**src/sirq_map.svh**
```systemverilog
// register offsets, field positions and reset values of the sound interrupt controller
`ifndef SIRQ_MAP_SVH
`define SIRQ_MAP_SVH

// ----------------------------------------------------------------------------
// register offsets (byte addresses inside the common data area)
// ----------------------------------------------------------------------------
`define SIRQ_OFS_DMA_CTL   16'h288C
`define SIRQ_OFS_TMR_A     16'h2890
`define SIRQ_OFS_TMR_STEP  16'h0004
`define SIRQ_OFS_SND_EN    16'h289C
`define SIRQ_OFS_SND_PD    16'h28A0
`define SIRQ_OFS_SND_CLR   16'h28A4
`define SIRQ_OFS_SND_LV0   16'h28A8
`define SIRQ_OFS_SND_LV1   16'h28AC
`define SIRQ_OFS_SND_LV2   16'h28B0
`define SIRQ_OFS_HOST_EN   16'h28B4
`define SIRQ_OFS_HOST_PD   16'h28B8
`define SIRQ_OFS_HOST_CLR  16'h28BC
`define SIRQ_OFS_IRQ_NUM   16'h2D00
`define SIRQ_OFS_EOI       16'h2D04

// ----------------------------------------------------------------------------
// source bit positions and field layout
// ----------------------------------------------------------------------------
`define SIRQ_NUM_SRC       11
`define SIRQ_SRC_EXT       0
`define SIRQ_SRC_MIDI_IN   3
`define SIRQ_SRC_DMA       4
`define SIRQ_SRC_SW        5
`define SIRQ_SRC_TMR_A     6
`define SIRQ_SRC_MIDI_OUT  9
`define SIRQ_SRC_SAMPLE    10
`define SIRQ_SRC_VALID     11'h07F9
`define SIRQ_LV_SHARED     7
`define SIRQ_TMR_RATE_LSB  8
`define SIRQ_NUM_LSB       3
`define SIRQ_DMA_GO_BIT    0

// ----------------------------------------------------------------------------
// reset values
// ----------------------------------------------------------------------------
`define SIRQ_RST_SRC       11'h000
`define SIRQ_RST_LV        8'h00
`define SIRQ_RST_TMR_RATE  3'h0
`define SIRQ_RST_TMR_CNT   8'h00

`endif

```
**src/sirq_pkg.sv**
```systemverilog
// types shared by the sound interrupt controller and its timers
`default_nettype none
package sirq_pkg;
`include "sirq_map.svh"

    typedef logic [`SIRQ_NUM_SRC-1:0] sirq_src_t;

    typedef enum logic {SIRQ_IDLE, SIRQ_SERVICE} sirq_svc_e;

    typedef struct packed {
        logic [2:0] rate;
        logic [7:0] count;
        logic [6:0] presc;
        logic       wrap;
    } sirq_tmr_s;

    typedef struct packed {
        sirq_src_t  snd_pend;
        sirq_src_t  snd_en;
        sirq_src_t  h_pend;
        sirq_src_t  h_en;
        logic [7:0] lv0;
        logic [7:0] lv1;
        logic [7:0] lv2;
        logic       dma_go;
        logic       mout_d;
        logic       h_req_d;
        sirq_svc_e  svc;
        logic [2:0] svc_level;
        logic [2:0] lvl_n;
        logic       snd_irq;
        logic       host_irq_n;
        logic [15:0] snd_rdata;
        logic [15:0] h_rdata;
    } sirq_state_s;

endpackage
`default_nettype wire

```
**src/sirq_tmr_if.sv**
```systemverilog
// link between the controller and one sample-rate timer
`timescale 1ns/1ps
`default_nettype none
interface sirq_tmr_if;
    logic        tick;
    logic        wr;
    logic [10:0] wdata;
    logic [7:0]  count;
    logic [2:0]  rate;
    logic        wrap;

    modport ctrl (output tick, output wr, output wdata, input count, input rate, input wrap);
    modport tmr  (input tick, input wr, input wdata, output count, output rate, output wrap);
endinterface
`default_nettype wire

```
**src/sirq_timer.sv**
```systemverilog
// one 8-bit sample-rate timer with a 3-bit rate code
`timescale 1ns/1ps
`default_nettype none
module sirq_timer
    import sirq_pkg::*;
(
    input  wire logic clock_i,
    input  wire logic rst_b_i,
    sirq_tmr_if.tmr   bus
);
`include "sirq_map.svh"

    sirq_tmr_s st;
    sirq_tmr_s next_st;

    // code n gives a prescale of 2**n samples
    function automatic logic [6:0] rate_mask(input logic [2:0] r);
        return 7'((8'h01 << r) - 8'h01);
    endfunction

    always_comb begin
        next_st      = st;
        next_st.wrap = 1'b0;
        if (bus.tick) begin
            if (st.presc == rate_mask(st.rate)) begin
                next_st.presc = 7'h00;
                next_st.count = st.count + 8'h01;
                next_st.wrap  = (st.count == 8'hFF);
            end else begin
                next_st.presc = st.presc + 7'h01;
            end
        end
        // a write restarts the prescaler so a new rate takes effect cleanly
        if (bus.wr) begin
            next_st.rate  = bus.wdata[`SIRQ_TMR_RATE_LSB +: 3];
            next_st.count = bus.wdata[7:0];
            next_st.presc = 7'h00;
        end
    end

    always_ff @(posedge clock_i or negedge rst_b_i) begin
        if (!rst_b_i) begin
            st <= '{rate: `SIRQ_RST_TMR_RATE, count: `SIRQ_RST_TMR_CNT,
                    presc: 7'h00, wrap: 1'b0};
        end else begin
            st <= next_st;
        end
    end

    assign bus.count = st.count;
    assign bus.rate  = st.rate;
    assign bus.wrap  = st.wrap;
endmodule // sirq_timer
`default_nettype wire

```
**src/sirq_ctrl.sv**
```systemverilog
// interrupt controller of the sound block with three sample-rate timers
//
// Summary of operation
// - rate code n steps counter every 2**n samples
// - timer request fires on FF to 00 wrap
// - timers B and C behave like timer A
// - eleven-bit pending map, bits 1-2 reserved
// - MIDI input request follows FIFO holding data
// - MIDI output request on empty, cancelled by write
// - software bit set by writing one, either CPU
// - enable bits gate pending sources per target
// - writing one to clear resets that request
// - three level registers, bit 7 shared by 7-10
// - highest enabled pending level drives active-low level pins
// - host request start gives one-cycle low pulse
// - host interrupt carries no level code
// - interrupt number readable in bits 5 to 3
// - end-of-interrupt write with any of bits 7 to 1 set completes the current interrupt
// - number and end registers sound CPU only
// - DMA end sets pending and clears go flag
// - external request pin feeds bit 0 of both
`timescale 1ns/1ps
`default_nettype none
module sirq_ctrl
    import sirq_pkg::*;
(
    input  wire logic        clock_i,
    input  wire logic        rst_b_i,
    input  wire logic        ext_irq_input_n_i,
    input  wire logic        midi_in_valid_i,
    input  wire logic        midi_out_empty_i,
    input  wire logic        dma_done_i,
    input  wire logic        sample_tick_i,
    input  wire logic        snd_rd_i,
    input  wire logic        snd_wr_i,
    input  wire logic [15:0] snd_addr_i,
    input  wire logic [15:0] snd_wdata_i,
    output logic      [15:0] snd_rdata_o,
    input  wire logic        host_rd_i,
    input  wire logic        host_wr_i,
    input  wire logic [15:0] host_addr_i,
    input  wire logic [15:0] host_wdata_i,
    output logic      [15:0] host_rdata_o,
    output logic             snd_irq_o,
    output logic             level_out0_n_o,
    output logic             level_out1_n_o,
    output logic             level_out2_n_o,
    output logic             host_irq_out_n_o,
    output logic             dma_go_o
);
`include "sirq_map.svh"

    // ------------------------------------------------------------------------
    // helpers
    // ------------------------------------------------------------------------
    function automatic logic [15:0] tmr_ofs(input int unsigned i);
        return `SIRQ_OFS_TMR_A + 16'(i * 4);
    endfunction

    function automatic sirq_src_t wmask(input logic wr, input logic [15:0] a,
                                        input logic [15:0] ofs, input logic [15:0] d);
        return (wr && a == ofs) ? d[`SIRQ_NUM_SRC-1:0] : '0;
    endfunction

    // sources 7..10 all take bit 7 of the level registers
    function automatic logic [2:0] level_of(input int unsigned src, input logic [7:0] l0,
                                            input logic [7:0] l1, input logic [7:0] l2);
        int unsigned k;
        k = (src > `SIRQ_LV_SHARED) ? `SIRQ_LV_SHARED : src;
        return {l2[k], l1[k], l0[k]};
    endfunction

    // set beats clear: events are ORed in after the clear mask is applied
    function automatic sirq_src_t upd_pend(input sirq_src_t cur, input sirq_src_t clr,
                                           input logic sw, input sirq_src_t ev,
                                           input logic midi_in, input logic mout_fall);
        sirq_src_t n;
        n = (cur & ~clr) | ev;
        if (sw) begin
            n[`SIRQ_SRC_SW] = 1'b1;
        end
        n[`SIRQ_SRC_MIDI_IN] = midi_in;
        if (mout_fall) begin
            n[`SIRQ_SRC_MIDI_OUT] = 1'b0;
        end
        return n & `SIRQ_SRC_VALID;
    endfunction

    function automatic logic [15:0] rd_word(input sirq_state_s s,
                                            input logic [2:0][10:0] tv,
                                            input logic [15:0] a, input logic from_snd);
        logic [15:0] r;
        r = 16'h0000;
        case (a)
            `SIRQ_OFS_DMA_CTL:  r[`SIRQ_DMA_GO_BIT] = s.dma_go;
            `SIRQ_OFS_TMR_A:    r[10:0] = tv[0];
            tmr_ofs(1):         r[10:0] = tv[1];
            tmr_ofs(2):         r[10:0] = tv[2];
            `SIRQ_OFS_SND_EN:   r[10:0] = s.snd_en;
            `SIRQ_OFS_SND_PD:   r[10:0] = s.snd_pend;
            `SIRQ_OFS_SND_LV0:  r[7:0]  = s.lv0;
            `SIRQ_OFS_SND_LV1:  r[7:0]  = s.lv1;
            `SIRQ_OFS_SND_LV2:  r[7:0]  = s.lv2;
            `SIRQ_OFS_HOST_EN:  r[10:0] = s.h_en;
            `SIRQ_OFS_HOST_PD:  r[10:0] = s.h_pend;
            `SIRQ_OFS_IRQ_NUM: begin
                if (from_snd && s.svc == SIRQ_SERVICE) begin
                    r[`SIRQ_NUM_LSB +: 3] = s.svc_level;
                end
            end
            default:            r = 16'h0000;
        endcase
        return r;
    endfunction

    // ------------------------------------------------------------------------
    // timers
    // ------------------------------------------------------------------------
    sirq_tmr_if tif[3] ();

    logic [2:0]       tmr_wr;
    logic [2:0][10:0] tmr_wdata;
    logic [2:0][10:0] tmr_val;
    logic [2:0]       tmr_wrap;

    always_comb begin
        for (int i = 0; i < 3; i++) begin
            tmr_wr[i]    = (snd_wr_i && snd_addr_i == tmr_ofs(i))
                         || (host_wr_i && host_addr_i == tmr_ofs(i));
            // the sound CPU wins if both sides write the same timer at once
            tmr_wdata[i] = (snd_wr_i && snd_addr_i == tmr_ofs(i))
                         ? snd_wdata_i[10:0] : host_wdata_i[10:0];
        end
    end

    for (genvar g = 0; g < 3; g++) begin : g_tmr
        assign tif[g].tick  = sample_tick_i;
        assign tif[g].wr    = tmr_wr[g];
        assign tif[g].wdata = tmr_wdata[g];
        assign tmr_val[g]   = {tif[g].rate, tif[g].count};
        assign tmr_wrap[g]  = tif[g].wrap;

        sirq_timer u_tmr (
            .clock_i (clock_i),
            .rst_b_i (rst_b_i),
            .bus     (tif[g])
        );
    end

    // ------------------------------------------------------------------------
    // controller state
    // ------------------------------------------------------------------------
    sirq_state_s st;
    sirq_state_s next_st;
    sirq_src_t   snd_act;
    sirq_src_t   h_act;
    sirq_src_t   ev;
    logic [2:0]  best;
    logic        eoi;

    assign snd_act = st.snd_pend & st.snd_en;
    assign h_act   = st.h_pend & st.h_en;
    assign eoi     = snd_wr_i && snd_addr_i == `SIRQ_OFS_EOI
                   && (|snd_wdata_i[7:1]);

    always_comb begin
        best = 3'h0;
        for (int unsigned s = 0; s < `SIRQ_NUM_SRC; s++) begin
            if (snd_act[s] && level_of(s, st.lv0, st.lv1, st.lv2) > best) begin
                best = level_of(s, st.lv0, st.lv1, st.lv2);
            end
        end
    end

    always_comb begin
        ev                     = '0;
        ev[`SIRQ_SRC_EXT]      = ~ext_irq_input_n_i;
        ev[`SIRQ_SRC_DMA]      = dma_done_i;
        ev[`SIRQ_SRC_TMR_A+:3] = tmr_wrap;
        ev[`SIRQ_SRC_MIDI_OUT] = midi_out_empty_i & ~st.mout_d;
        ev[`SIRQ_SRC_SAMPLE]   = sample_tick_i;
    end

    always_comb begin
        sirq_src_t snd_clr;
        sirq_src_t host_clr;
        sirq_src_t sw_snd;
        sirq_src_t sw_host;
        logic      mout_fall;
        snd_clr   = wmask(snd_wr_i, snd_addr_i, `SIRQ_OFS_SND_CLR, snd_wdata_i)
                  | wmask(host_wr_i, host_addr_i, `SIRQ_OFS_SND_CLR, host_wdata_i);
        host_clr  = wmask(snd_wr_i, snd_addr_i, `SIRQ_OFS_HOST_CLR, snd_wdata_i)
                  | wmask(host_wr_i, host_addr_i, `SIRQ_OFS_HOST_CLR, host_wdata_i);
        sw_snd    = wmask(snd_wr_i, snd_addr_i, `SIRQ_OFS_SND_PD, snd_wdata_i)
                  | wmask(host_wr_i, host_addr_i, `SIRQ_OFS_SND_PD, host_wdata_i);
        sw_host   = wmask(snd_wr_i, snd_addr_i, `SIRQ_OFS_HOST_PD, snd_wdata_i)
                  | wmask(host_wr_i, host_addr_i, `SIRQ_OFS_HOST_PD, host_wdata_i);
        mout_fall = ~midi_out_empty_i & st.mout_d;
        next_st   = st;

        next_st.snd_pend = upd_pend(st.snd_pend, snd_clr, sw_snd[`SIRQ_SRC_SW], ev,
                                    midi_in_valid_i, mout_fall);
        next_st.h_pend   = upd_pend(st.h_pend, host_clr, sw_host[`SIRQ_SRC_SW], ev,
                                    midi_in_valid_i, mout_fall);
        next_st.mout_d   = midi_out_empty_i;

        // enable and level registers, sound CPU port written last so it wins
        if (host_wr_i && host_addr_i == `SIRQ_OFS_SND_EN) begin
            next_st.snd_en = host_wdata_i[10:0] & `SIRQ_SRC_VALID;
        end
        if (snd_wr_i && snd_addr_i == `SIRQ_OFS_SND_EN) begin
            next_st.snd_en = snd_wdata_i[10:0] & `SIRQ_SRC_VALID;
        end
        if (host_wr_i && host_addr_i == `SIRQ_OFS_HOST_EN) begin
            next_st.h_en = host_wdata_i[10:0] & `SIRQ_SRC_VALID;
        end
        if (snd_wr_i && snd_addr_i == `SIRQ_OFS_HOST_EN) begin
            next_st.h_en = snd_wdata_i[10:0] & `SIRQ_SRC_VALID;
        end
        for (int p = 0; p < 2; p++) begin
            logic        w;
            logic [15:0] a;
            logic [15:0] d;
            w = (p == 0) ? host_wr_i : snd_wr_i;
            a = (p == 0) ? host_addr_i : snd_addr_i;
            d = (p == 0) ? host_wdata_i : snd_wdata_i;
            if (w && a == `SIRQ_OFS_SND_LV0) next_st.lv0 = d[7:0];
            if (w && a == `SIRQ_OFS_SND_LV1) next_st.lv1 = d[7:0];
            if (w && a == `SIRQ_OFS_SND_LV2) next_st.lv2 = d[7:0];
        end

        // a fresh start written in the same cycle as the end takes precedence
        if (dma_done_i) begin
            next_st.dma_go = 1'b0;
        end
        if ((snd_wr_i && snd_addr_i == `SIRQ_OFS_DMA_CTL && snd_wdata_i[`SIRQ_DMA_GO_BIT])
         || (host_wr_i && host_addr_i == `SIRQ_OFS_DMA_CTL
             && host_wdata_i[`SIRQ_DMA_GO_BIT])) begin
            next_st.dma_go = 1'b1;
        end

        // sound CPU delivery: live level on the pins, number latched until end
        next_st.snd_irq = |snd_act;
        next_st.lvl_n   = (|snd_act) ? ~best : 3'h7;
        case (st.svc)
            SIRQ_IDLE: begin
                if (|snd_act) begin
                    next_st.svc       = SIRQ_SERVICE;
                    next_st.svc_level = best;
                end
            end
            SIRQ_SERVICE: begin
                if (eoi) begin
                    next_st.svc = SIRQ_IDLE;
                end
            end
            default: next_st.svc = SIRQ_IDLE;
        endcase

        // host side: no level code, just a one-cycle low pulse on a new request
        next_st.h_req_d    = |h_act;
        next_st.host_irq_n = ~((|h_act) & ~st.h_req_d);

        if (snd_rd_i) begin
            next_st.snd_rdata = rd_word(st, tmr_val, snd_addr_i, 1'b1);
        end
        if (host_rd_i) begin
            next_st.h_rdata = rd_word(st, tmr_val, host_addr_i, 1'b0);
        end
    end

    always_ff @(posedge clock_i or negedge rst_b_i) begin
        if (!rst_b_i) begin
            st <= '{snd_pend: `SIRQ_RST_SRC, snd_en: `SIRQ_RST_SRC,
                    h_pend: `SIRQ_RST_SRC, h_en: `SIRQ_RST_SRC,
                    lv0: `SIRQ_RST_LV, lv1: `SIRQ_RST_LV, lv2: `SIRQ_RST_LV,
                    dma_go: 1'b0, mout_d: 1'b1, h_req_d: 1'b0, svc: SIRQ_IDLE,
                    svc_level: 3'h0, lvl_n: 3'h7, snd_irq: 1'b0, host_irq_n: 1'b1,
                    snd_rdata: 16'h0000, h_rdata: 16'h0000};
        end else begin
            st <= next_st;
        end
    end

    assign snd_rdata_o      = st.snd_rdata;
    assign host_rdata_o     = st.h_rdata;
    assign snd_irq_o        = st.snd_irq;
    assign level_out0_n_o   = st.lvl_n[0];
    assign level_out1_n_o   = st.lvl_n[1];
    assign level_out2_n_o   = st.lvl_n[2];
    assign host_irq_out_n_o = st.host_irq_n;
    assign dma_go_o         = st.dma_go;
endmodule // sirq_ctrl
`default_nettype wire

```
**config.mk**
```make
export PLATFORM = sky130hd
export DESIGN_NAME = sirq_ctrl
export DESIGN_NICKNAME = d
export VERILOG_FILES = /design/src/sirq_pkg.sv /design/src/sirq_tmr_if.sv /design/src/sirq_timer.sv /design/src/sirq_ctrl.sv
export VERILOG_INCLUDE_DIRS = /design/src
export SDC_FILE = /design/constraint.sdc
export NUM_CORES = 1
export LEC_CHECK = 0
export BUFFER_PORTS_ARGS = -buffer_cell sky130_fd_sc_hd__buf_2
export CAP_MARGIN = 15
export CORE_MARGIN = 2
export CORE_UTILIZATION = 30
export DETAILED_ROUTE_END_ITERATION = 8
export PLACE_DENSITY = 0.49
export SKIP_CTS_REPAIR_TIMING = 1
export SLEW_MARGIN = 20
export SYNTH_ARGS = -nofsm -noshare
export SYNTH_HDL_FRONTEND = slang
export SYNTH_SLANG_ARGS = --single-unit
```
**constraint.sdc**
```tcl
create_clock -name clock_i -period 25.8 [get_ports clock_i]
set_input_delay 1.29 -clock clock_i [delete_from_list [all_inputs] [get_ports clock_i]]
set_output_delay 1.29 -clock clock_i [all_outputs]
set_load 0.02 [all_outputs]
```
======== After elaboration in Yosys (flattened, before gate mapping) ========
Index checks and enable logic that the tools add are counted.
operators by class
  $add $sub $neg .......................... 9
  order comparisons ....................... 11
  equality and inequality tests ........... 34
  shift operators ......................... 3
  multiplexer cells ....................... 66
  bitwise logic cells ..................... 22
  reduce and logical (&&, ||, !) cells .... 64
operator list
  operator                                               number
  equality test 16 x 14 -> 1 bit, second input constant  28
  two-way mux 11 bit                                     11
  two-way mux 8 bit                                      9
  case mux 7 bit (10 select lines)                       1
  two-way mux 16 bit                                     3
  two-way mux 15 bit                                     3
  AND 11 bit                                             4
  bitwise OR 11 bit                                      4
  case mux 3 bit (7 select lines)                        2
  logical AND 1 bit                                      41
  two-way mux 3 bit                                      13
  case mux 3 bit (11 select lines)                       1
  > comparator 3 bit                                     10
  adder 8 x 1 -> 8 bit, second input constant            3
  equality test 8 bit, second input constant             3
  two-way mux 6 bit                                      4
  nonzero test 2 bit                                     12
  NOT 11 bit                                             2
  case mux 1 bit (11 select lines)                       2
  OR reduction 11 bit                                    2
  adder 7 x 1 -> 7 bit, second input constant            3
  equality test 7 bit                                    3
  two-way mux 7 bit                                      3
  << shifter 1 x 3 -> 7 bit, first input constant        3
  14 further kinds                                       39
storage, ports and cells
  register bits ........................... 155
  output and inout bits ................... 38
  word-level logic and storage cells ...... 238

======== Logic depth before layout (Yosys ltp) ========
Gate-level depths: netlist of the first run.
  depth after elaboration ................. 35
  gate-level depth with buffers ........... 57
  gate-level depth less buffers ........... 57

======== Hierarchy ========
From an unflattened synthesis of the first run, not the netlist that was laid out.
unflattened totals
  cell total of the unflattened synthesis .. 1266
  area, all modules ....................... 10993.0 µm²
modules (own cells, without submodules)
  module      times used  cells each  area an instance (µm²)  sequential area each (µm²)
  sirq_ctrl   1           819         7070.5                  2333.5
  sirq_timer  3           149         1307.5                  475.5

======== Worst setup path after synthesis of the first run ========
No wires, ideal clock.
  kind .................................... register to register
  start ................................... register st[90] in the netlist's numbering
  end ..................................... register st[38] in the netlist's numbering
  setup time .............................. 0.128 ns
  arrival time ............................ 9.745 ns
  data required time ...................... 25.672 ns
  path slack .............................. 15.927 ns
  stages on the path, launching flop included .. 58
  period minus slack after synthesis ...... 9.873 ns
  cell sequence ........................... dfrtp_1 -> and3_1 -> inv_1 -> ha_1 -> nor2b_4 -> o31a_4 -> nand2_1 -> nor2_1 -> a21oi_1 -> inv_1 -> ha_1 -> nor2_1 -> a21o_1 -> a21oi_1 -> o21a_1 -> o31a_1 -> ha_1 -> nor2_1 -> (+22 left out) -> o211ai_1 -> a21oi_1 -> or2_1 -> mux2_4 -> ha_1 -> and2_1 -> o2111ai_1 -> o211ai_1 -> a21oi_1 -> nor2_1 -> mux2i_1 -> ha_1 -> a21o_1 -> a21oi_1 -> a311oi_1 -> nor4_4 -> mux2i_1 -> mux2i_1
between the ends
  word-level cells in the longest chain between the ends .. 33
ends and longest elaborated chain
  what                      line              source
  start: declaration        sirq_ctrl.sv:153  sirq_state_s st;
  start signal: assignment  sirq_ctrl.sv:274  st <= '{snd_pend: `SIRQ_RST_SRC, snd_en: `SIRQ_RST_SRC,
  start signal: assignment  sirq_ctrl.sv:281  st <= next_st;
  AND 11 bit *              sirq_ctrl.sv:161  assign snd_act = st.snd_pend & st.snd_en;
  logical AND 1 bit         sirq_ctrl.sv:169  if (snd_act[s] && level_of(s, st.lv0, st.lv1, st.lv2) > best) begin
  two-way mux 3 bit         sirq_ctrl.sv:169
  > comparator 3 bit        sirq_ctrl.sv:169
  logical AND 1 bit         sirq_ctrl.sv:169
  two-way mux 3 bit         sirq_ctrl.sv:169
  > comparator 3 bit        sirq_ctrl.sv:169
  logical AND 1 bit         sirq_ctrl.sv:169
  (+17 left out)            -
  logical AND 1 bit         sirq_ctrl.sv:169
  two-way mux 3 bit         sirq_ctrl.sv:169
  > comparator 3 bit        sirq_ctrl.sv:169
  logical AND 1 bit         sirq_ctrl.sv:169
  two-way mux 3 bit         sirq_ctrl.sv:169
  > comparator 3 bit        sirq_ctrl.sv:169
  logical AND 1 bit         sirq_ctrl.sv:169
  two-way mux 3 bit         sirq_ctrl.sv:169
Every way passes the cells marked *; elsewhere a longest branch is shown, timed or not.
A chain may end at the register's enable or synchronous reset.

======== Final worst setup path of the first run ========
  start ................................... register st[90] in the netlist's numbering
  end ..................................... register st[39] in the netlist's numbering
The elaborated chain is that of the path after synthesis.

==> results.md, run 1 <==
* Synthesized cell area at 0.0104 mm^2
* Tcrit/Tclk final at 43.8%
* Total Nets Final at 1369
* Clock Path Buffers at 2
* Layout Skew at around 0.011 ns
* Clock Latency Late Sink at 0.45 ns
* Clock slew at reported path FFs at 0.07 ns
* Vias in the first global route at 9572
* Drc violations at 0
* Die X at 191 um
* Reg2Reg Depth at 57
* DRC marker count from the first detailed-route iteration at 1179
* Worst-margin pin slew at 1.12 ns
* WL final at 40300 um
* Power, Total at 581 uW
* TritonCTS clock tree: yes
* Number of CTS-inserted buffers at 17
* Worst endpoint data arrival time at 11.62 ns
* Synth top cells by count: dfrtp_1, nor2_1, nand2_1
* DR vias at 10.2k
* FMAX at a little under 90 MHz
* Worst endpoint required time at 26.12 ns
* Synth Warn # at 0
* Met2 WL post-DR at 18600 um
* R2r setup slk at about 14 ns
* I/O Buffers at between 90 and 100
* RR Startpoint: st[90]
* Critical Path End Type: flip-flop
* RSZ-0062 raised after global routing: false
* Fillers at 3621
* Hold EP: host_irq_out_n_o
* Hold violation count in the final report at 0
* Hold Path Class: reg2reg
* Most area-hungry cell type in the Yosys netlist: dfrtp_1
* Top Layer Used: met5
* Synth async-reset ratio at 100%
* Layout area overhead at 11.8%
* Startpoint types: flip-flop
* Maximum VDD drop at around 0.045 mV
* P per Cell Area at 49.8 mW/mm^2
* Initial Util at 30.4%
* Cell Area, Placed at between 0.01 and 0.015 mm^2
* Num ports at 113
* First-pass GRT wire length at just over 60000 um
* Slowest stage delay, CP at 0.52 ns
* Die Area at about 0.036 mm^2
* Largest net degree at the start of global routing at 87
* Cell depth of the worst hold path at 1
* Area of the core at 0.0344 mm^2
* Placer Congestion at 0.910
* Setup tns final at 0 ns
* Mean Syn Cell Area at about 8.4 um^2
* Layout cells sized above 1 at 13.4%
* Synth cell types at 77
* Clock Sinks at 150
* Post-synth EDFFs at 0
* Max-slew violations at 0
* Leakage at 0.00500 uW
* Wire length on met1 at between 15000 and 20000 um
* Diode count at 0
* Main synth FF type: dfrtp_1
* Final non-filler cell area at between 0.01 and 0.015 mm^2
* CTS root buffer: clkbuf_16
* Most Frequent Cell on Critical Path: ha_1
* Vias/cell at 5.85
* Rel. slew slack at about 25%
* GRT Util Overall at 22.4%
* Post-DP HPWL at 28900 um
* Global route overflow at 0
* Sequential-to-total area share from yosys stat at 36.0%
* H-tree lvl count at 4
* Row cnt at 68
* Worst Min Path Start: st[41]
* Most frequent cell after synthesis: dfrtp_1
* WL met3 at 2690 um
* Yosys reg bits at 150
* Post-DRT Antenna Nets at 0
* Crit path max fanout at 7
* Drt pass-1 iters at 9
* Status: complete, no violations
* Antenna violations before repair at 1
* Final min period at 11.30 ns
* Post-Synthesis Cells at 1248
* Die H at approximately 190 um
* Critical path class: reg2reg
* Wire per inst at 23.1 um
* Maxcap violations at 0
* Largest cells by area after synthesis: dfrtp_1, mux2i_1, nor2_1
* Reg-to-Reg End: st[39]
* Slowest-stage cell, CP: dfrtp_1
* # setup viols final at 0
* Share of the synthesized area in the top cell type at 34.7%
==> layout make-up <==
type | instances | area, um^2 | share of cell area (%)
clock buffer | 19 | 443 | 3.79
clock inverter | 11 | 128 | 1.09
inverter | 34 | 128 | 1.09
multi-input combinational | 970 | 6110 | 52.4
sequential | 150 | 3760 | 32.2
tap | 455 | 569 | 4.88
timing repair buffer | 101 | 534 | 4.58
==> critical path, delay by kind of cell (launching register included) <==
family                     cells  cell delay [ns]
AOI/OAI and AO/OA             24             4.10
muxes                          4             1.10
and+or+nand+nor               17             2.39
DFF                            1             0.52
buffers and inverters          2             0.13
adders and majority gates     10             2.94
==> per-stage QoR <==
step / cells / hold slack (ns) / util (%) / setup slack (ns)
final: 1740 / 0.447 / 34.0 / 14.50
after global routing: 1740 / 0.485 / 34.0 / 13.64
after CTS: 1740 / 0.447 / 34.0 / 14.49
after detailed placement: 1710 / 0.428 / 32.3 / 14.54
after global placement: 1710 / 0.431 / 32.3 / 14.67
after floorplan: 1257 / 0.410 / - / 15.93
==> per-layer routing <==
metal,global-route usage (%),vias up
li1,-,4659
met1,30.1,5026
met2,36.5,410
met3,3.42,76
met4,8.08,2
met5,0,-
==> logic make-up after synthesis <==
kind of cell             after synthesis  share of synthesized area, %
AND/OR/NAND/NOR                      475                          22.3
XOR/XNOR                              23                          1.93
buffers and inverters                137                          6.07
AO/OA/AOI/OAI                        359                          23.0
adder cells (fa/ha/maj)               23                          2.68
flip-flops                           150                          36.0
other                                  1                        0.0359
multiplexers                          80                          7.97
==> state kept, by name, indices dropped and copies added, names as in the netlist <==
| register | flops |
|---|---|
| level_out0_n_o | 1 |
| snd_irq_o | 1 |
| host_rdata_o | 11 |
| g_tmr.u_tmr.st | 21 |
| level_out2_n_o | 1 |
| host_irq_out_n_o | 1 |
| dma_go_o | 1 |
| g_tmr.u_tmr.bus.rate | 9 |
| snd_rdata_o | 11 |
| st | 65 |
| level_out1_n_o | 1 |
| g_tmr.u_tmr.bus.wrap | 3 |
| g_tmr.u_tmr.bus.count | 24 |
==> report_power, final <==
group | internal [uW] | switching [uW]
registers | 244 | 14.5
clock network | 144 | 110
logic | 22.6 | 46.0
total | 411 | 170
==> cell usage in the layout (no fill, tap or decap), drive strengths merged, types with 10 or more instances in the layout <==
cell	netlist	layout
nor4	14	14
clkbuf	64	19
ha	20	20
nor2	134	134
and2	10	10
a222oi	27	27
a221oi	28	28
xnor2	14	14
inv	34	36
conb	1	10
a22oi	26	26
dfrtp	145	145
a21o	10	10
and3	32	32
o22ai	10	10
nand2	110	110
o21ai	103	103
buf	39	101
a31oi	11	11
a21oi	79	79
nand3	74	74
nor3	28	28
mux2i	71	71
nand2b	11	11
nor2b	10	10
nor3b	15	15
==> how the worst max path moves through the flow <==
stage,start,to,cells past startpoint
2_1_floorplan,st[90],st[38],57
3_3_place_gp,st[90],st[37],57
3_5_place_dp,st[90],st[37],57
4_1_cts,st[90],st[37],57
5_1_grt,st[90],st[37],57
6_report,st[90],st[39],57
Note: power is estimated with default switching activity, not from simulation.
==> run 2: changes to the inputs <==
--- a/config.mk
+++ b/config.mk
@@ -6,6 +6,7 @@
 export SDC_FILE = /design/constraint.sdc
 export NUM_CORES = 1
 export LEC_CHECK = 0
+export ABC_AREA = 1
 export BUFFER_PORTS_ARGS = -buffer_cell sky130_fd_sc_hd__buf_2
 export CAP_MARGIN = 15
 export CORE_MARGIN = 2
==> constraint.sdc (replaced) <==
create_clock -name clock_i -period 11.45 [get_ports clock_i]
set_input_delay 0.5725 -clock clock_i [delete_from_list [all_inputs] [get_ports clock_i]]
set_output_delay 0.5725 -clock clock_i [all_outputs]
set_load 0.02 [all_outputs]
==> run 2 against run 1 <==
  * Critical endpoint unchanged
  * Via count up 3.7%
  * Hold slack worse by 0.44 ns
  * Clock power is 130% higher
  * Flip-flop and latch count unchanged
  * Register-to-register slack worse by 12 ns
  * Synthesized area is 0.93% higher
  * Critical path type unchanged
  * Critical path depth shrank 1
  * Combinational power rose to 4.4 times the previous value
  * Synthesized cell count grew 14%
  * Global-route usage up 0.40 points
==> results.md, run 2 <==
* Tcrit/Tclk final at 75.4% (was 43.8%)
* Crit path max fanout at 8 (was 7)
* DR vias at 10.5k (was 10.2k)
* Vias in the first global route at 10.0k (was 9572)
* # setup viols final at 0 (unchanged)
* Rel. slew slack at 29.7% (was 24.8%)
* GRT Util Overall at 22.8% (was 22.4%)
* Final Util at 34.5% (was 34.0%)
* Sequential-to-total area share from yosys stat at 35.7% (was 36.0%)
* Startpoint types: flip-flop (unchanged)
* Commonest non-fill, non-tap cell in the layout: inv_1 (was dfrtp_1)
* Largest net degree at the start of global routing at 68 (was 87)
* Clock slew at reported path FFs at 0.07 ns (about the same)
* Wire per inst at 21.2 um (was 23.1 um)
* Antenna violations before repair at 0 (was 1)
* TritonCTS clock tree: yes (unchanged)
* Post-synth EDFFs at 0 (unchanged)
* Synth Warn # at 0 (unchanged)
* Final Non-Filler Cells at 1961 (was 1740)
* Initial Util at 30.5% (was 30.4%)
* Layout area overhead at 13.2% (was 11.8%)
* Most frequent cell after synthesis: inv_1 (was dfrtp_1)
* RSZ-0062 raised after global routing: false (unchanged)
* Maxcap violations at 0 (unchanged)
* Hold violation count in the final report at 0 (unchanged)
* Worst-margin pin slew at 1.05 ns (was 1.12 ns)
* Placer Congestion at 0.982 (was 0.910)
* Clock Path Buffers at 2 (unchanged)
* Reg2Reg Depth at 56 (was 57)
* Most area-hungry cell type in the Yosys netlist: dfrtp_1 (unchanged)
* Layout Skew at 0.0116 ns (was 0.0108 ns)
* Drc violations at 0 (unchanged)
* Worst endpoint required time at 11.80 ns (was 26.12 ns)
* Fillers at 3769 (was 3621)
* Share of the synthesized area in the top cell type at 34.4% (was 34.7%)
* First-pass GRT wire length at 61300 um (was 60900 um)
* Post-DRT Antenna Nets at 0 (unchanged)
* Synthesized cell area at 0.0105 mm^2 (was 0.0104 mm^2)
* Hold Path Class: in2async (was reg2reg)
* Leakage at 0.00546 uW (was 0.00500 uW)
* Post-DP HPWL at 32200 um (was 28900 um)
* I/O Buffers at 92 (unchanged)
* Placed insts at 1929 (was 1710)
* P per Cell Area at 128 mW/mm^2 (was 49.8 mW/mm^2)
* FMAX at 116 MHz (was 88.5 MHz)
* Main synth FF type: dfrtp_1 (unchanged)
* Reg area at 0.00376 mm^2 (unchanged)
* Final min period at 8.63 ns (was 11.30 ns)
* Setup tns final at 0 ns (unchanged)
* Status: complete, no violations (unchanged)
* Synth async-reset ratio at 100% (unchanged)
* Most frequent cells in the layout: inv_1, nand2_1, dfrtp_1, o21ai_0, o22ai_1 (was dfrtp_1, nor2_1, nand2_1, o21ai_0, buf_2)
* H-tree lvl count at 4 (unchanged)
* Slowest stage delay, CP at 0.41 ns (was 0.52 ns)
* Die X at 191 um (about the same)
* CTS root buffer: clkbuf_16 (unchanged)
* Global route overflow at 0 (unchanged)
* Layout cells sized above 1 at 13.6% (was 13.4%)
* Diode count at 0 (unchanged)
* Max reg flops at 65 (unchanged)
* Num ports at 113 (unchanged)
* Drt pass-1 iters at 6 (was 9)
* Footprint of the multi-input gates at 0.00547 mm^2 (was 0.00611 mm^2)
* Cell family with most CP delay: simple AND/OR/NAND/NOR gates (was compound AO/OA/AOI/OAI gates)
* Clock Sinks at 150 (unchanged)
* Vias/cell at 5.38 (was 5.85)
* Row cnt at 68 (unchanged)
* Die Area at 0.0366 mm^2 (was 0.0363 mm^2)
* Largest Register: st (unchanged)
* DRC marker count from the first detailed-route iteration at 1010 (was 1179)
* Worst endpoint data arrival time at 8.98 ns (was 11.62 ns)
* Maximum VDD drop at 0.115 mV (was 0.0453 mV)
* Total Nets Final at 1588 (was 1369)
* Largest cells by area after synthesis: dfrtp_1, inv_1, nand2_1 (was dfrtp_1, mux2i_1, nor2_1)
* WL final at 41500 um (was 40300 um)
* Critical path class: reg2reg (unchanged)
* Mean Syn Cell Area at 7.40 um^2 (was 8.37 um^2)
* Clock Latency Late Sink at 0.46 ns (was 0.45 ns)
* Post-Synthesis Cells at 1424 (was 1248)
* WP buf/inv at 8 (was 2)
* Yosys reg bits at 150 (unchanged)
* Synth cell types at 51 (was 77)
* Number of CTS-inserted buffers at 17 (unchanged)
* Stages on the worst setup path at 56 (was 57)
* Critical Path End Type: flip-flop (unchanged)
* Area of the core at 0.0345 mm^2 (was 0.0344 mm^2)
* Die H at 191 um (about the same)
* Max-slew violations at 0 (unchanged)
* Synth top cells by count: inv_1, nand2_1, dfrtp_1 (was dfrtp_1, nor2_1, nand2_1)
* Slowest-stage cell, CP: dfrtp_1 (unchanged)
[run 2: routing by layer]
metal	track usage, %	part of all wire, %	vias to the layer above
met5	0	0	-
met4	8.91	3.1	0
met3	4.75	7.4	66
met2	35.5	45	437
met1	30.9	45	5008
li1	-	-	5034
[run 2: final cells by class]
cell class / instances / share of cell area [%]
Inverter: 262 / 8.26
Timing Repair Buffer: 104 / 4.67
Tap cell: 455 / 4.77
Clock buffer: 18 / 3.68
Clock inverter: 14 / 1.26
Sequential cell: 150 / 31.5
Multi-Input combinational cell: 958 / 45.9
[run 2: metrics by stage]
step | setup WS [ns] | hold WS, ns | total power [uW] | cell area, um^2
global route | 1.94 | 0.0348 | 1610 | 11900
floorplan | 3.89 | 0.277 | 835 | 10600
finish | 2.82 | 0.0109 | 1530 | 11900
detailed placement | 2.84 | 0.430 | 945 | 11300
CTS | 2.81 | 0.0205 | 1540 | 11900
global placement | 2.98 | 0.431 | 939 | 11300
[run 2: cells by family after synthesis]
| logic type | after synthesis | share of synthesized area, % |
|---|---|---|
| AOI/OAI and AO/OA | 362 | 22.5 |
| muxes | 7 | 0.736 |
| buffers and inverters | 325 | 12.7 |
| xor gates and xnor gates | 37 | 3.07 |
| other | 1 | 0.0356 |
| adders and majority gates | 20 | 2.37 |
| and+or+nand+nor | 522 | 22.8 |
| DFF | 150 | 35.7 |
[run 2: final timing paths]
kind,from,to,slack [ns]
min reg2reg,st[41],host_irq_out_n_o,0.43
max in group asynchronous,rst_b_i,st[48],9.56
max,st[90],st[39],2.82
min in group clock_i,midi_in_valid_i,st[82],0.22
max reg2reg,st[90],st[39],2.82
min,rst_b_i,g_tmr[1].u_tmr.st[7],0.01
[run 2: power breakdown]
| part | internal (uW) | switching, uW | leakage (uW) | total [uW] |
|---|---|---|---|---|
| clock network | 328 | 258 | 0.000288 | 586 |
| registers | 578 | 66.8 | 0.00181 | 645 |
| logic | 105 | 194 | 0.00336 | 299 |
==> run 3: changes to the inputs <==
==> constraint.sdc (replaced) <==
create_clock -name clock_i -period 8.75 [get_ports clock_i]
set_input_delay 0.4375 -clock clock_i [delete_from_list [all_inputs] [get_ports clock_i]]
set_output_delay 0.4375 -clock clock_i [all_outputs]
set_load 0.02 [all_outputs]
==> run 3 against run 2 <==
  * Routed wire length is 0.75% lower
  * Non-clock buffer count is the same
  * Fmax grew 7.8%
  * Cell area up 0.98%
  * Die area unchanged
  * Setup slack got worse by 2.1 ns
  * Sequential share of layout area fell by 0.30 points
  * Flip-flop and latch count did not move
  * Critical path type unchanged
  * Highest routed layer unchanged
==> results.md, run 3 (synthesis results as in run 2) <==
* Placer Congestion at 0.964 (was 0.982)
* Most Frequent Cell on Critical Path: nand2_1
* Leakage at 0.00550 uW (was 0.00546 uW)
* Clock slew at reported path FFs at 0.07 ns (about the same)
* Reg2Reg Depth at 61 (was 56)
* RSZ-0062 raised after global routing: false (unchanged)
* Critical Path End Type: flip-flop (unchanged)
* I/O Buffers at 92 (unchanged)
* FMAX at 125 MHz (was 116 MHz)
* Tcrit/Tclk final at 91.6% (was 75.4%)
* DRC marker count from the first detailed-route iteration at 1039 (was 1010)
* CTS root buffer: clkbuf_16 (unchanged)
* R2r setup slk at 0.74 ns (was 2.82 ns)
* P per Cell Area at 173 mW/mm^2 (was 128 mW/mm^2)
* Antenna violations before repair at 0 (unchanged)
* Max reg flops at 65 (unchanged)
* Clock Sinks at 150 (unchanged)
* Drt pass-1 iters at 7 (was 6)
* Most frequent cells in the layout: inv_1, nand2_1, dfrtp_1, o21ai_0, o22ai_1 (unchanged)
* Max-slew violations at 0 (unchanged)
* Startpoint types: flip-flop (unchanged)
* Layout Skew at 0.0123 ns (was 0.0116 ns)
* Hold violation count in the final report at 0 (unchanged)
* Total Nets Final at 1588 (unchanged)
* Setup tns final at 0 ns (unchanged)
* Footprint of the multi-input gates at 0.00550 mm^2 (was 0.00547 mm^2)
* Number of CTS-inserted buffers at 17 (unchanged)
* Post-DP HPWL at 31900 um (was 32200 um)
* Slowest-stage cell, CP: dfrtp_1 (unchanged)
* TritonCTS clock tree: yes (unchanged)
* Diode count at 0 (unchanged)
* Worst-margin pin slew at 0.980 ns (was 1.05 ns)
* Layout cells sized above 1 at 14.0% (was 13.6%)
* Clock Latency Late Sink at 0.46 ns (about the same)
* Rel. slew slack at 34.4% (was 29.7%)
* First-pass GRT wire length at 61800 um (was 61300 um)
* Initial Util at 30.5% (unchanged)
* Die Area at 0.0366 mm^2 (unchanged)
* Vias/cell at 5.38 (about the same)
* Clock Path Buffers at 2 (unchanged)
* Worst endpoint data arrival time at 8.36 ns (was 8.98 ns)
* Layout area overhead at 14.3% (was 13.2%)
* Vias in the first global route at 10.1k (was 10.0k)
* Maxcap violations at 0 (unchanged)
* Wire per inst at 21.0 um (was 21.2 um)
* # setup viols final at 0 (unchanged)
* Power, Total at 2090 uW (was 1530 uW)
* Drc violations at 0 (unchanged)
* Reg area at 0.00376 mm^2 (unchanged)
* Largest Register: st (unchanged)
* Die X at 191 um (unchanged)
* Maximum VDD drop at 0.146 mV (was 0.115 mV)
* WL final at 41200 um (was 41500 um)
* Crit path max fanout at 8 (unchanged)
* Status: complete, no violations (unchanged)
* DR vias at 10.5k (about the same)
* Worst endpoint required time at 9.10 ns (was 11.80 ns)
* Area of the core at 0.0345 mm^2 (unchanged)
* Slowest stage delay, CP at 0.42 ns (was 0.41 ns)
* H-tree lvl count at 4 (unchanged)
* Reg-to-Reg End: st[38] (was st[39])
* Global route overflow at 0 (unchanged)
* Die H at 191 um (unchanged)
* Num ports at 113 (unchanged)
* Commonest non-fill, non-tap cell in the layout: inv_1 (unchanged)
* Final min period at 8.01 ns (was 8.63 ns)
* GRT Util Overall at 22.9% (was 22.8%)
* Critical path class: reg2reg (unchanged)
* Worst hold margin at 0.0291 ns (was 0.0109 ns)
* Post-DRT Antenna Nets at 0 (unchanged)
* RR Startpoint: st[90] (unchanged)
* Row cnt at 68 (unchanged)
* Hold Path Class: in2async (unchanged)
* Fillers at 3754 (was 3769)
* Largest net degree at the start of global routing at 79 (was 68)
[run 3: changes by cell type in the layout (fill, tap and decap cells not counted), sizes merged]
cell      before  now
clkinv        19   14
clkinvlp       2    3
bufinv         2    5
clkbuf        18   19
[run 3: layout make-up]
| type | instances | area share, % |
|---|---|---|
| well taps | 455 | 4.72 |
| inverters | 262 | 8.18 |
| clock buffers | 19 | 3.68 |
| flip-flops and latches | 150 | 31.2 |
| multi-input cells | 958 | 45.6 |
| repair buffers | 104 | 4.79 |
| clock inverters | 13 | 1.82 |
[run 3: per-layer routing]
metal	up-vias	GRT usage (%)	part of all wire, %
met5	-	0	0
met4	0	8.46	3.3
met3	66	5.29	7.9
met2	416	35.0	45
met1	5012	31.2	44
li1	5053	-	-
[run 3: worst max path at each step]
stage | from | to | slack [ns] | cells past startpoint
global route | st[90] | st[38] | 0.01 | 63
floorplan | st[90] | st[37] | 1.19 | 56
CTS | st[90] | st[38] | 0.11 | 56
finish | st[90] | st[38] | 0.74 | 61
global placement | st[90] | st[37] | 0.36 | 57
detailed placement | st[90] | st[37] | 0.12 | 56
[run 3: worst max-delay path: cells and delay by family, from the launching register on]
family	cells	cell delay [ns]
simple gates	33	3.40
buf+inv	9	0.57
flops	1	0.42
compound gates	11	1.24
fa+ha+maj	8	2.24
[run 3: power breakdown]
| group | internal [uW] | switching (uW) |
|---|---|---|
| combinational | 137 | 247 |
| sequential | 756 | 84.5 |
| clock | 519 | 345 |
[run 3: metrics by stage]
step                      std cells  cell area, um^2  utilization, %  worst slack, ns
after global routing           1961            12000            34.9           0.0132
after floorplan                1433            10600               -             1.19
after detailed placement       1927            11300            32.8            0.116
final                          1961            12000            34.9            0.739
after global placement         1927            11300            32.8            0.364
after CTS                      1959            12000            34.7            0.106
